**config.mk**
```make
export PLATFORM = sky130hd
export DESIGN_NAME = nci_host
export DESIGN_NICKNAME = d
export VERILOG_FILES = /design/src/rtl/nci_pkg.sv /design/src/rtl/nci_host.sv /design/src/rtl/nci_sync.sv
export VERILOG_INCLUDE_DIRS = /design/src /design/src/rtl
export SDC_FILE = /design/constraint.sdc
export NUM_CORES = 1
export LEC_CHECK = 0
export ABC_AREA = 0
export CORE_MARGIN = 2
export CORE_UTILIZATION = 55
export DETAILED_ROUTE_END_ITERATION = 12
export DONT_BUFFER_PORTS = 1
export GPL_TIMING_DRIVEN = 0
export PLACE_DENSITY = 0.73
export SKIP_LAST_GASP = 1
export SYNTH_ARGS = -nofsm -noshare
export SYNTH_HDL_FRONTEND = slang
export SYNTH_HIERARCHICAL = 1
export SYNTH_SLANG_ARGS = --single-unit
```
**constraint.sdc**
```tcl
create_clock -name ref_clk -period 4.8 [get_ports ref_clk]
set_input_delay 0.48 -clock ref_clk [delete_from_list [all_inputs] [get_ports ref_clk]]
set_output_delay 0.48 -clock ref_clk [all_outputs]
set_load 0.02 [all_outputs]
```
**src/rtl/nci_consts.svh**
```systemverilog
`ifndef NCI_CONSTS_SVH
`define NCI_CONSTS_SVH

`define NCI_CLK_NS       10
`define NCI_CYC_UP(ns)   (((ns) + `NCI_CLK_NS - 1) / `NCI_CLK_NS)

// Strobe timing in ns, and cycle counts derived from them
`define NCI_T_WP_NS      25
`define NCI_T_WH_NS      15
`define NCI_T_RLQV_NS    30
`define NCI_T_REH_NS     15
`define NCI_T_WB_NS      100
`define NCI_WP_CYC       `NCI_CYC_UP(`NCI_T_WP_NS)
`define NCI_WH_CYC       `NCI_CYC_UP(`NCI_T_WH_NS)
`define NCI_REH_CYC      `NCI_CYC_UP(`NCI_T_REH_NS)
`define NCI_WB_CYC       `NCI_CYC_UP(`NCI_T_WB_NS)
// Read strobe low time covers access time plus the input synchroniser
`define NCI_SYNC_CYC     2
`define NCI_RLO_CYC      (`NCI_CYC_UP(`NCI_T_RLQV_NS) + `NCI_SYNC_CYC + 1)

// Command codes
`define NCI_C_READ       8'h00
`define NCI_C_READ_GO    8'h30
`define NCI_C_CACHE_GO   8'h31
`define NCI_C_CACHE_EXIT 8'h34
`define NCI_C_ROUT       8'h05
`define NCI_C_ROUT_GO    8'he0
`define NCI_C_PROG       8'h80
`define NCI_C_PROG_GO    8'h10

// Address layout
`define NCI_PAGE_BYTES   2112
`define NCI_ADDR_FULL    3'h4
`define NCI_ADDR_COL     3'h1

`endif

```
**src/rtl/nci_pkg.sv**
```systemverilog
package nci_pkg;

  typedef enum logic [2:0] {
    NCI_OP_READ       = 3'h0,
    NCI_OP_READ_CONT  = 3'h1,
    NCI_OP_CACHE      = 3'h2,
    NCI_OP_CACHE_EXIT = 3'h3,
    NCI_OP_RAND_OUT   = 3'h4,
    NCI_OP_PROGRAM    = 3'h5,
    NCI_OP_STREAM     = 3'h6
  } nci_op_e;

  typedef enum logic [7:0] {
    NCI_ST_IDLE = 8'h01,
    NCI_ST_CMD1 = 8'h02,
    NCI_ST_ADDR = 8'h04,
    NCI_ST_DIN  = 8'h08,
    NCI_ST_CMD2 = 8'h10,
    NCI_ST_WAIT = 8'h20,
    NCI_ST_DOUT = 8'h40,
    NCI_ST_DONE = 8'h80
  } nci_state_e;

  typedef struct packed {
    nci_state_e  st;
    nci_op_e     op;
    logic [7:0]  cnt;
    logic [2:0]  idx;
    logic [12:0] len;
    logic [11:0] col;
    logic [17:0] row;
    logic [17:0] last_row;
    logic        last_ok;
    logic        cache;
    logic        ce_n;
    logic        cle;
    logic        ale;
    logic        we_n;
    logic        re_n;
    logic        wp_n;
    logic [7:0]  io_out;
    logic        io_oe;
    logic [7:0]  rd_data;
    logic        rd_valid;
    logic        done;
    logic        err;
  } nci_regs_s;

endpackage

```
**src/rtl/nci_host.sv**
```systemverilog
`timescale 1ns/1ns
`include "nci_consts.svh"
module nci_host import nci_pkg::*; #(
  parameter int PAGE_BYTES = `NCI_PAGE_BYTES
) (
  input  wire logic        ref_clk,          // System clock, 100 MHz
  input  wire logic        reset_n,          // Async reset, active low
  // User side
  input  wire logic        cmd_valid,        // Operation request
  output logic             cmd_ready,        // Idle, request taken
  input  wire nci_op_e     cmd_op,           // Operation code
  input  wire logic [10:0] cmd_block,        // Block number
  input  wire logic [6:0]  cmd_page,         // Page within block
  input  wire logic [11:0] cmd_col,          // Column
  input  wire logic [12:0] cmd_len,          // Byte count
  input  wire logic [7:0]  wr_data,          // Program data byte
  input  wire logic        wr_valid,         // Program data valid
  output logic             wr_ready,         // Program byte taken
  output logic [7:0]  rd_data,               // Read data byte
  output logic        rd_valid,              // Read data strobe
  output logic        op_done,               // Operation finished
  output logic        op_err,                // Request refused
  output logic        cache_on,              // Cache read running
  // Flash pins
  output logic        chip_sel_n,            // Chip select, low active
  output logic        cmd_latch_strobe,      // Command latch
  output logic        addr_latch_strobe,     // Address latch
  output logic        write_strobe_n,        // Write strobe
  output logic        read_strobe_n,         // Read strobe
  output logic        write_protect_n,       // Write protect, low guards
  output logic [7:0]  io_out,                // Data lines out
  output logic        io_oe,                 // Data lines drive enable
  input  wire logic [7:0] io_in,             // Data lines in
  input  wire logic   busy_flag_n            // Ready/busy, low busy
);

  localparam logic [7:0] WP_CYC  = 8'(`NCI_WP_CYC);
  localparam logic [7:0] WCY_END = 8'(`NCI_WP_CYC + `NCI_WH_CYC);
  localparam logic [7:0] RLO_CYC = 8'(`NCI_RLO_CYC);
  localparam logic [7:0] RCY_END = 8'(`NCI_RLO_CYC + `NCI_REH_CYC - 1);
  localparam logic [7:0] WB_CYC  = 8'(`NCI_WB_CYC);
  localparam logic [12:0] PAGE_N = 13'(PAGE_BYTES);

  nci_regs_s s;
  nci_regs_s next_s;
  logic [7:0] io_sync;
  logic       ready_sync;
  logic [13:0] prog_end;
  logic        refuse;

  // ****************************************************************
  // Pin synchronisers
  // ****************************************************************
  nci_sync #(.WIDTH(9)) u_sync (
    .ref_clk  (ref_clk),
    .reset_n  (reset_n),
    .async_in ({busy_flag_n, io_in}),
    .sync_out ({ready_sync, io_sync})
  );

  // ****************************************************************
  // Address byte layout
  // ****************************************************************
  function automatic logic [7:0] addr_byte(input logic [2:0]  i,
                                           input logic [17:0] row,
                                           input logic [11:0] col);
    case (i)
      3'h0:    addr_byte = col[7:0];
      3'h1:    addr_byte = {4'h0, col[11:8]};
      3'h2:    addr_byte = row[7:0];
      3'h3:    addr_byte = row[15:8];
      3'h4:    addr_byte = {6'h00, row[17:16]};
      default: addr_byte = 8'h00;
    endcase
  endfunction

  function automatic logic [7:0] first_code(input nci_op_e op);
    case (op)
      NCI_OP_READ_CONT:  first_code = `NCI_C_READ_GO;
      NCI_OP_CACHE_EXIT: first_code = `NCI_C_CACHE_EXIT;
      NCI_OP_RAND_OUT:   first_code = `NCI_C_ROUT;
      NCI_OP_PROGRAM:    first_code = `NCI_C_PROG;
      default:           first_code = `NCI_C_READ;
    endcase
  endfunction

  function automatic logic [7:0] confirm_code(input nci_op_e op);
    case (op)
      NCI_OP_CACHE:    confirm_code = `NCI_C_CACHE_GO;
      NCI_OP_RAND_OUT: confirm_code = `NCI_C_ROUT_GO;
      NCI_OP_PROGRAM:  confirm_code = `NCI_C_PROG_GO;
      default:         confirm_code = `NCI_C_READ_GO;
    endcase
  endfunction

  // ****************************************************************
  // Request checks
  // ****************************************************************
  assign prog_end = {2'b00, cmd_col} + {1'b0, cmd_len};

  always_comb begin
    refuse = 1'b0;
    case (cmd_op)
      NCI_OP_RAND_OUT:   refuse = s.cache;
      NCI_OP_CACHE_EXIT: refuse = !s.cache;
      NCI_OP_STREAM:     refuse = 1'b0;
      // Zero bytes or a run past the page end cannot be programmed,
      // and the last page programmed is not hit a second time
      NCI_OP_PROGRAM:    refuse = s.cache || cmd_len == 13'h0000
                                  || prog_end > {1'b0, PAGE_N}
                                  || (s.last_ok
                                      && s.last_row == {cmd_block, cmd_page});
      default:           refuse = s.cache;
    endcase
  end

  // ****************************************************************
  // Sequencer
  // ****************************************************************
  always_comb begin
    next_s          = s;
    next_s.rd_valid = 1'b0;
    next_s.done     = 1'b0;
    next_s.err      = 1'b0;
    next_s.cnt      = s.cnt + 8'h01;
    case (s.st)
      NCI_ST_IDLE: begin
        next_s.cnt = 8'h00;
        if (cmd_valid) begin
          if (refuse) begin
            next_s.err = 1'b1;
          end else begin
            next_s.op  = cmd_op;
            next_s.idx = 3'h0;
            next_s.row = {cmd_block, cmd_page};
            next_s.len = cmd_len;
            if (cmd_op == NCI_OP_CACHE) begin
              next_s.col = 12'h000;
            end else if (cmd_op != NCI_OP_STREAM && cmd_op != NCI_OP_READ_CONT) begin
              next_s.col = cmd_col;
            end
            next_s.ce_n = 1'b0;
            if (cmd_op == NCI_OP_STREAM) begin
              next_s.st = NCI_ST_DOUT;
            end else begin
              next_s.st     = NCI_ST_CMD1;
              next_s.cle    = 1'b1;
              next_s.io_oe  = 1'b1;
              next_s.io_out = first_code(cmd_op);
              next_s.wp_n   = (cmd_op == NCI_OP_PROGRAM);
            end
          end
        end
      end
      NCI_ST_CMD1: begin
        if (s.cnt == WCY_END) begin
          next_s.cnt = 8'h00;
          next_s.cle = 1'b0;
          case (s.op)
            NCI_OP_READ_CONT, NCI_OP_CACHE_EXIT: begin
              next_s.st    = NCI_ST_WAIT;
              next_s.io_oe = 1'b0;
            end
            default: begin
              next_s.st     = NCI_ST_ADDR;
              next_s.ale    = 1'b1;
              next_s.io_out = addr_byte(3'h0, s.row, next_s.col);
            end
          endcase
        end
      end
      NCI_ST_ADDR: begin
        if (s.cnt == WCY_END) begin
          next_s.cnt = 8'h00;
          // Stop after the last needed byte, never a sixth
          if (s.idx == ((s.op == NCI_OP_RAND_OUT) ? `NCI_ADDR_COL
                                                  : `NCI_ADDR_FULL)) begin
            next_s.ale = 1'b0;
            if (s.op == NCI_OP_PROGRAM) begin
              next_s.st = NCI_ST_DIN;
            end else begin
              next_s.st     = NCI_ST_CMD2;
              next_s.cle    = 1'b1;
              next_s.io_out = confirm_code(s.op);
            end
          end else begin
            next_s.idx    = s.idx + 3'h1;
            next_s.io_out = addr_byte(s.idx + 3'h1, s.row, s.col);
          end
        end
      end
      NCI_ST_DIN: begin
        if (s.cnt == 8'h00) begin
          // Hold in setup until the source has a byte
          if (wr_valid) begin
            next_s.io_out = wr_data;
          end else begin
            next_s.cnt = 8'h00;
          end
        end else if (s.cnt == WCY_END) begin
          next_s.cnt = 8'h00;
          next_s.len = s.len - 13'h0001;
          if (s.len == 13'h0001) begin
            next_s.st     = NCI_ST_CMD2;
            next_s.cle    = 1'b1;
            next_s.io_out = confirm_code(s.op);
          end
        end
      end
      NCI_ST_CMD2: begin
        if (s.cnt == WCY_END) begin
          next_s.cnt   = 8'h00;
          next_s.cle   = 1'b0;
          next_s.io_oe = 1'b0;
          next_s.st    = (s.op == NCI_OP_RAND_OUT) ? NCI_ST_DOUT : NCI_ST_WAIT;
        end
      end
      NCI_ST_WAIT: begin
        // Busy is only trusted after the device has had time to pull it
        if (s.cnt >= WB_CYC) begin
          next_s.cnt = WB_CYC;
          if (ready_sync) begin
            next_s.cnt = 8'h00;
            case (s.op)
              NCI_OP_PROGRAM: begin
                next_s.st       = NCI_ST_DONE;
                next_s.last_row = s.row;
                next_s.last_ok  = 1'b1;
              end
              NCI_OP_CACHE_EXIT: begin
                next_s.st    = NCI_ST_DONE;
                next_s.cache = 1'b0;
              end
              NCI_OP_CACHE: begin
                next_s.st    = NCI_ST_DOUT;
                next_s.cache = 1'b1;
              end
              default: next_s.st = NCI_ST_DOUT;
            endcase
          end
        end
      end
      NCI_ST_DOUT: begin
        if (s.len == 13'h0000 || (!s.cache && s.cnt == 8'h00
                                  && {1'b0, s.col} >= PAGE_N)) begin
          next_s.st  = NCI_ST_DONE;
          next_s.cnt = 8'h00;
        end else if (s.cnt == RLO_CYC - 8'h01) begin
          next_s.rd_data  = io_sync;
          next_s.rd_valid = 1'b1;
        end else if (s.cnt == RCY_END) begin
          next_s.cnt = 8'h00;
          next_s.len = s.len - 13'h0001;
          // Cache pages chain, so the column wraps onto the next page
          if (s.cache && {1'b0, s.col} == PAGE_N - 13'h0001) begin
            next_s.col = 12'h000;
          end else begin
            next_s.col = s.col + 12'h001;
          end
        end
      end
      NCI_ST_DONE: begin
        next_s.st   = NCI_ST_IDLE;
        next_s.cnt  = 8'h00;
        next_s.done = 1'b1;
        next_s.ce_n = 1'b1;
        next_s.wp_n = 1'b0;
        next_s.io_oe = 1'b0;
      end
      default: begin
        next_s.st  = NCI_ST_IDLE;
        next_s.cnt = 8'h00;
      end
    endcase
    // Strobes follow the cycle counter; count zero is write setup time, the read strobe is already low there
    next_s.we_n = !((next_s.st == NCI_ST_CMD1 || next_s.st == NCI_ST_ADDR
                     || next_s.st == NCI_ST_DIN || next_s.st == NCI_ST_CMD2)
                    && next_s.cnt != 8'h00 && next_s.cnt <= WP_CYC);
    // No strobe past the page end outside cache read, the device would move on
    next_s.re_n = !(next_s.st == NCI_ST_DOUT && next_s.cnt < RLO_CYC
                    && next_s.len != 13'h0000
                    && (next_s.cache || {1'b0, next_s.col} < PAGE_N));
  end

  always_ff @(posedge ref_clk or negedge reset_n) begin
    if (!reset_n) begin
      s          <= '0;
      s.st       <= NCI_ST_IDLE;
      s.op       <= NCI_OP_READ;
      s.ce_n     <= 1'b1;
      s.we_n     <= 1'b1;
      s.re_n     <= 1'b1;
    end else begin
      s <= next_s;
    end
  end

  // ****************************************************************
  // Outputs
  // ****************************************************************
  assign cmd_ready         = (s.st == NCI_ST_IDLE);
  assign wr_ready          = (s.st == NCI_ST_DIN) && s.cnt == 8'h00;
  assign rd_data           = s.rd_data;
  assign rd_valid          = s.rd_valid;
  assign op_done           = s.done;
  assign op_err            = s.err;
  assign cache_on          = s.cache;
  assign chip_sel_n        = s.ce_n;
  assign cmd_latch_strobe  = s.cle;
  assign addr_latch_strobe = s.ale;
  assign write_strobe_n    = s.we_n;
  assign read_strobe_n     = s.re_n;
  assign write_protect_n   = s.wp_n;
  assign io_out            = s.io_out;
  assign io_oe             = s.io_oe;

endmodule // nci_host

```
**src/rtl/nci_sync.sv**
```systemverilog
`timescale 1ns/1ns
module nci_sync #(
  parameter int WIDTH = 1
) (
  input  wire logic             ref_clk,  // System clock
  input  wire logic             reset_n,  // Async reset, active low
  input  wire logic [WIDTH-1:0] async_in, // Pin level from outside
  output logic      [WIDTH-1:0] sync_out  // Level after two flops
);

  logic [WIDTH-1:0] meta;

  always_ff @(posedge ref_clk or negedge reset_n) begin
    if (!reset_n) begin
      meta     <= '0;
      sync_out <= '0;
    end else begin
      meta     <= async_in;
      sync_out <= meta;
    end
  end

endmodule // nci_sync

```
# Yosys cells after proc, flatten, opt, wreduce, memory -nomap -nowiden
# Index checks and enable logic that the tools add are counted.
[word_totals] ff_bits=129 input_bits=67 word_cells=228
[op_classes] addsub=5 magnitude_cmp=6 n_eq_ne=54 n_mux=90 bitwise_logic=2 reduce_logical=47
[op_table] operator="2-to-1 mux 8 bit" n=26
[op_table] operator="2-to-1 mux 46 bit" n=2
[op_table] operator="case mux 8 bit (5 select lines)" n=2
[op_table] operator="2-to-1 mux 25 bit" n=3
[op_table] operator="case mux 8 bit (4 select lines)" n=2
[op_table] operator="case mux 8 bit (7 select lines)" n=1
[op_table] operator="case mux 13 bit (3 select lines)" n=1
[op_table] operator="2-to-1 mux 12 bit" n=3
[op_table] operator="2-to-1 mux 11 bit" n=3
[op_table] operator="equality test 8 x 3 -> 1 bit (second input constant)" n=4
[op_table] operator="2-to-1 mux 10 bit" n=3
[op_table] operator="logical NOT 13 bit" n=2
[op_table] operator="2-to-1 mux 13 bit" n=2
[op_table] operator="!= test 2 bit (second input constant)" n=13
[op_table] operator="case mux 12 bit (2 select lines)" n=1
[op_table] operator="case mux 8 bit (3 select lines)" n=1
[op_table] operator="equality test 18 bit" n=1
[op_table] operator="equality test 3 x 2 -> 1 bit (second input constant)" n=6
[op_table] operator="equality test 3 bit (second input constant)" n=6
[op_table] operator="2-to-1 mux 1 bit" n=18
[op_table] operator="equality test 8 x 2 -> 1 bit (second input constant)" n=2
[op_table] operator="equality test 8 x 4 -> 1 bit (second input constant)" n=2
[op_table] operator="equality test 8 x 5 -> 1 bit (second input constant)" n=2
[op_table] operator="equality test 8 x 7 -> 1 bit (second input constant)" n=2
[op_table] operator="other kinds (52)" n=96

# Depth between registers and ports, before layout
[depth] word_depth=15 depth_mapped=17 ltp_nobuf=15

# Modules after synthesis
# The synthesis kept the hierarchy.
[by_module_without_submodules] mod="nci_host" instances=1 cells_each=872 area_each_um2=7404.6
[by_module_without_submodules] mod="nci_sync" instances=1 cells_each=18 area_each_um2=450.4

# Worst setup path before layout
# No wires, ideal clock.
[synth_path] path_kind="in2reg" startpoint="in cmd_col[0]" endpoint="reg s, in the netlist read_strobe_n" setup_time_ps=82 t_arrival_ps=3957 required_ps=4718 setup_slack_ps=761 cell_stages=16 n_path_buf=1 cell_sequence="ha_1 inv_1 fa_1 nor2b_1 o211ai_1 a211o_1 a2111oi_0 a211o_1 nand3_1 a21oi_1 clkbuf_1 nand2_1 o2bb2ai_1 a221o_1 o41a_1 a211o_1"
[synth_lines] element="from (decl)" line="nci_host.sv:14" rtl="input wire logic [11:0] cmd_col,"
[synth_lines] element="to (signal assigned)" line="nci_host.sv:294" rtl="s <= next_s;"
[synth_lines] element="to (decl)" line="nci_host.sv:44" rtl="nci_regs_s s;"

==> flow_metrics.tcl <==
set metrics [dict create \
    row_count 43 \
    die_w_um 124 \
    power.density_nw_per_um2 510 \
    syn_area_per_cell_um2 8.83 \
    p_total_mw 4.43 \
    drt-pass1-iter-count 6 \
    chipHeight_um 124 \
    start_util_pct 56.4 \
    async_flop_share_pct 100 \
    combPwrFrac_pct 34.2 \
    syn_nets 984 \
    p_clk_share_pct 29.0 \
    min_period_ps 4420 \
    path_max_fanout 10 \
    ys_seq_area_share_pct 41.2 \
    area_growth_pct 10.6 \
    dieArea_um2 15300 \
    yosysTopAreaCell "dfrtp_1" \
    layout-drive-gt1-share_pct 11.6 \
    synthCells 890 \
    ant_nets 0 \
    vias 6992 \
    ys_top_cells_by_area "dfrtp_1 (40%), nand2_1 (7.6%), mux2_2 (4.4%)" \
    hold_path.class "primary input to async pin" \
    p_leak_nw 3.93 \
    cts_tree "yes" \
    drc_errors 0 \
    worst_pin_slew_ps 1090 \
    grt_pass1_vias 6476 \
    p_switching_mw 1.75 \
    holdWs_ps -68.4 \
    h-tree-depth 4 \
    final_hold_viol_count 7 \
    grt_max_degree 130 \
    clk_pin_slew_ps 60 \
    dpl_cell_area_um2 8080 \
    clock_latency_ps 430 \
    status "finished with violations" \
    num_antenna_cells 0 \
    antenna_found_initial 0 \
    dp_hpwl_um 16300 \
    numCtsBuffers 17 \
    intPower_mw 2.69 \
    reg2reg_from "s[98]" \
    vias_per_cell 6.34 \
    worst_slack_ps 378 \
    critPathCaptureType "flip-flop" \
    tns_ps 0 \
    wl_um 22200 \
    reg2reg_depth 14 \
    dr.first_iter.drc_count 795 \
    finalSetupViolations 0 \
    cp-start-kind "primary input" \
    synth_top_area_share_pct 39.8 \
    synth_edf_count 0 \
    cts_sinks 129 \
    max-slew-margin-rel_pct 27.3 \
    drv_cap 0 \
    cts_root_buf "clkbuf_16" \
    synth.distinct_cells 77 \
    slew_violations 0 \
    grt_usage_pct 30.1 \
    gp_congestion 0.947 \
    ys.flop_type "dfrtp_1" \
    grt_pass1_wl_um 34900 \
    critPathKind "primary input to flip-flop" \
    peakVddDrop_mv 0.304 \
    fin_worst_skew_ps 10.8 \
    finalCritPeriodShare_pct 92.1 \
    arrival_ps 4770 \
    rsz0062_at_grt "no" \
    ios 96 \
    fin_area_um2 8690 \
    place_ws_ps 24.9 \
    synth_warnings 6 \
    reg2reg_to "read_strobe_n" \
    core_area_um2 13900 \
    clock.fmax_ghz 0.226 \
    timing.reg2reg.setup_slack_ps 530 \
    clk_path_buf_depth 2 \
    synthesis.area_um2 7860 \
    p_seq_share_pct 36.8 \
    failed_checks "negative hold slack" \
    routedWlPerCell_um 20.1 \
    ys_seq_elements 129 \
    cp_data_required_time_ps 5150 \
    finalNetCount 1004 \
    grt_remaining_overflow 0 \
    numPortBuffers 0 \
    switching_share_pct 39.4 \
]
routing by layer:
layer	share of wire (%)	track usage (%)
met1	43	42.2
met2	45	45.8
met3	8.5	6.23
met4	3.1	11.6
met5	0	0
power by group through the flow:
stage                     combinational (mW)  sequential (mW)  clock [mW]
after floorplan                         1.15             1.53           0
after global placement                  1.44             1.64           0
after detailed placement                1.47             1.64           0
after CTS                               1.50             1.63        1.30
after global routing                    1.68             1.66        1.34
final                                   1.52             1.63        1.28
cells in the final DEF (no fill, tap or decap), types with 10 or more instances in the layout:
master / count
dfrtp_1: 125
mux2_2: 31
nand2_1: 159
a22oi_1: 10
buf_4: 16
a21oi_1: 46
xnor2_1: 26
nor4_1: 10
nand3b_1: 12
clkbuf_1: 32
ha_1: 26
a221o_1: 11
nand3_1: 23
o21ai_0: 50
inv_1: 25
a31oi_1: 13
clkbuf_16: 17
nor3_1: 25
nand2b_1: 11
and3_1: 13
nor2_1: 67
synth_stat cells, drive strengths merged (3+ instances only):
library cell / count
clkbuf: 32
nand3b: 12
a221oi: 4
or3: 7
o21ai: 54
o221ai: 5
nor4: 11
or2: 9
a22oi: 10
inv: 25
nand3: 23
a211o: 6
o22ai: 7
a31oi: 13
mux2i: 5
mux2: 31
nor3: 27
a41o: 3
dfstp: 4
nor2b: 6
xnor2: 26
a21oi: 47
a221o: 11
and3: 13
or4: 4
nor2: 68
nand4: 9
nor3b: 6
nand2: 159
and2: 7
ha: 26
xor2: 7
a21o: 9
o31ai: 5
dfrtp: 125
buf: 20
o2111ai: 3
nand2b: 11
through the flow:
stage          utilization, %  std cells
6_report                 62.4       1102
5_1_grt                  62.4       1102
4_1_cts                  62.4       1102
3_5_place_dp             58.0       1070
3_3_place_gp             58.0       1070
2_1_floorplan               -        890
state kept, by name, summed over array words and instances, names as in the netlist:
| signal | flops |
|---|---|
| s | 84 |
| u_sync/meta | 9 |
| u_sync/sync_out | 9 |
| io_out | 8 |
| rd_data | 8 |
| addr_latch_strobe | 1 |
| cache_on | 1 |
| chip_sel_n | 1 |
| cmd_latch_strobe | 1 |
| io_oe | 1 |
| op_done | 1 |
| op_err | 1 |
| rd_valid | 1 |
| read_strobe_n | 1 |
| write_protect_n | 1 |
| write_strobe_n | 1 |
area by class of cell:
type / count / area (um^2)
Buffer: 52 / 264
Sequential cell: 129 / 3230
Inverter: 25 / 93.8
Multi-Input combinational cell: 684 / 4260
Fill cell: 1168 / 5240
Tap cell: 180 / 225
Clock inverter: 14 / 158
Clock buffer: 17 / 425
Timing Repair Buffer: 1 / 27.5
cell families after synthesis:
logic type,share of synthesized area [%]
AOI/OAI and AO/OA,17.6
xor gates and xnor gates,3.68
adders and majority gates,4.40
buffers and inverters,4.56
DFF,41.2
muxes,5.08
and+or+nand+nor,23.5
worst max path at each step:
stage	start	endpoint
2_1_floorplan	cmd_col[0]	read_strobe_n
3_3_place_gp	cmd_col[0]	read_strobe_n
3_5_place_dp	cmd_col[0]	io_out[1]
4_1_cts	cmd_col[0]	io_out[1]
5_1_grt	cmd_col[0]	io_out[3]
6_report	cmd_col[0]	read_strobe_n
timing repair:
| action | CTS | global route |
|---|---|---|
| hold buffers | 1 | 0 |
| gates resized for setup | 0 | 0 |
| setup buffers | 0 | 0 |
| endpoints found under the hold margin | 129 | 0 |
worst max-delay path: stages:
cell,delay (ps)
ha_1,150
inv_1,50
fa_1,390
nor2b_1,150
o211ai_1,190
a211o_1,300
a2111oi_0,410
a211o_1,210
nand3_1,70
a21oi_1,320
clkbuf_1,540
nand2_1,260
o2bb2ai_1,190
a221o_1,320
o41a_1,460
a211o_1,270
Note: power is estimated with default switching activity, not from simulation.
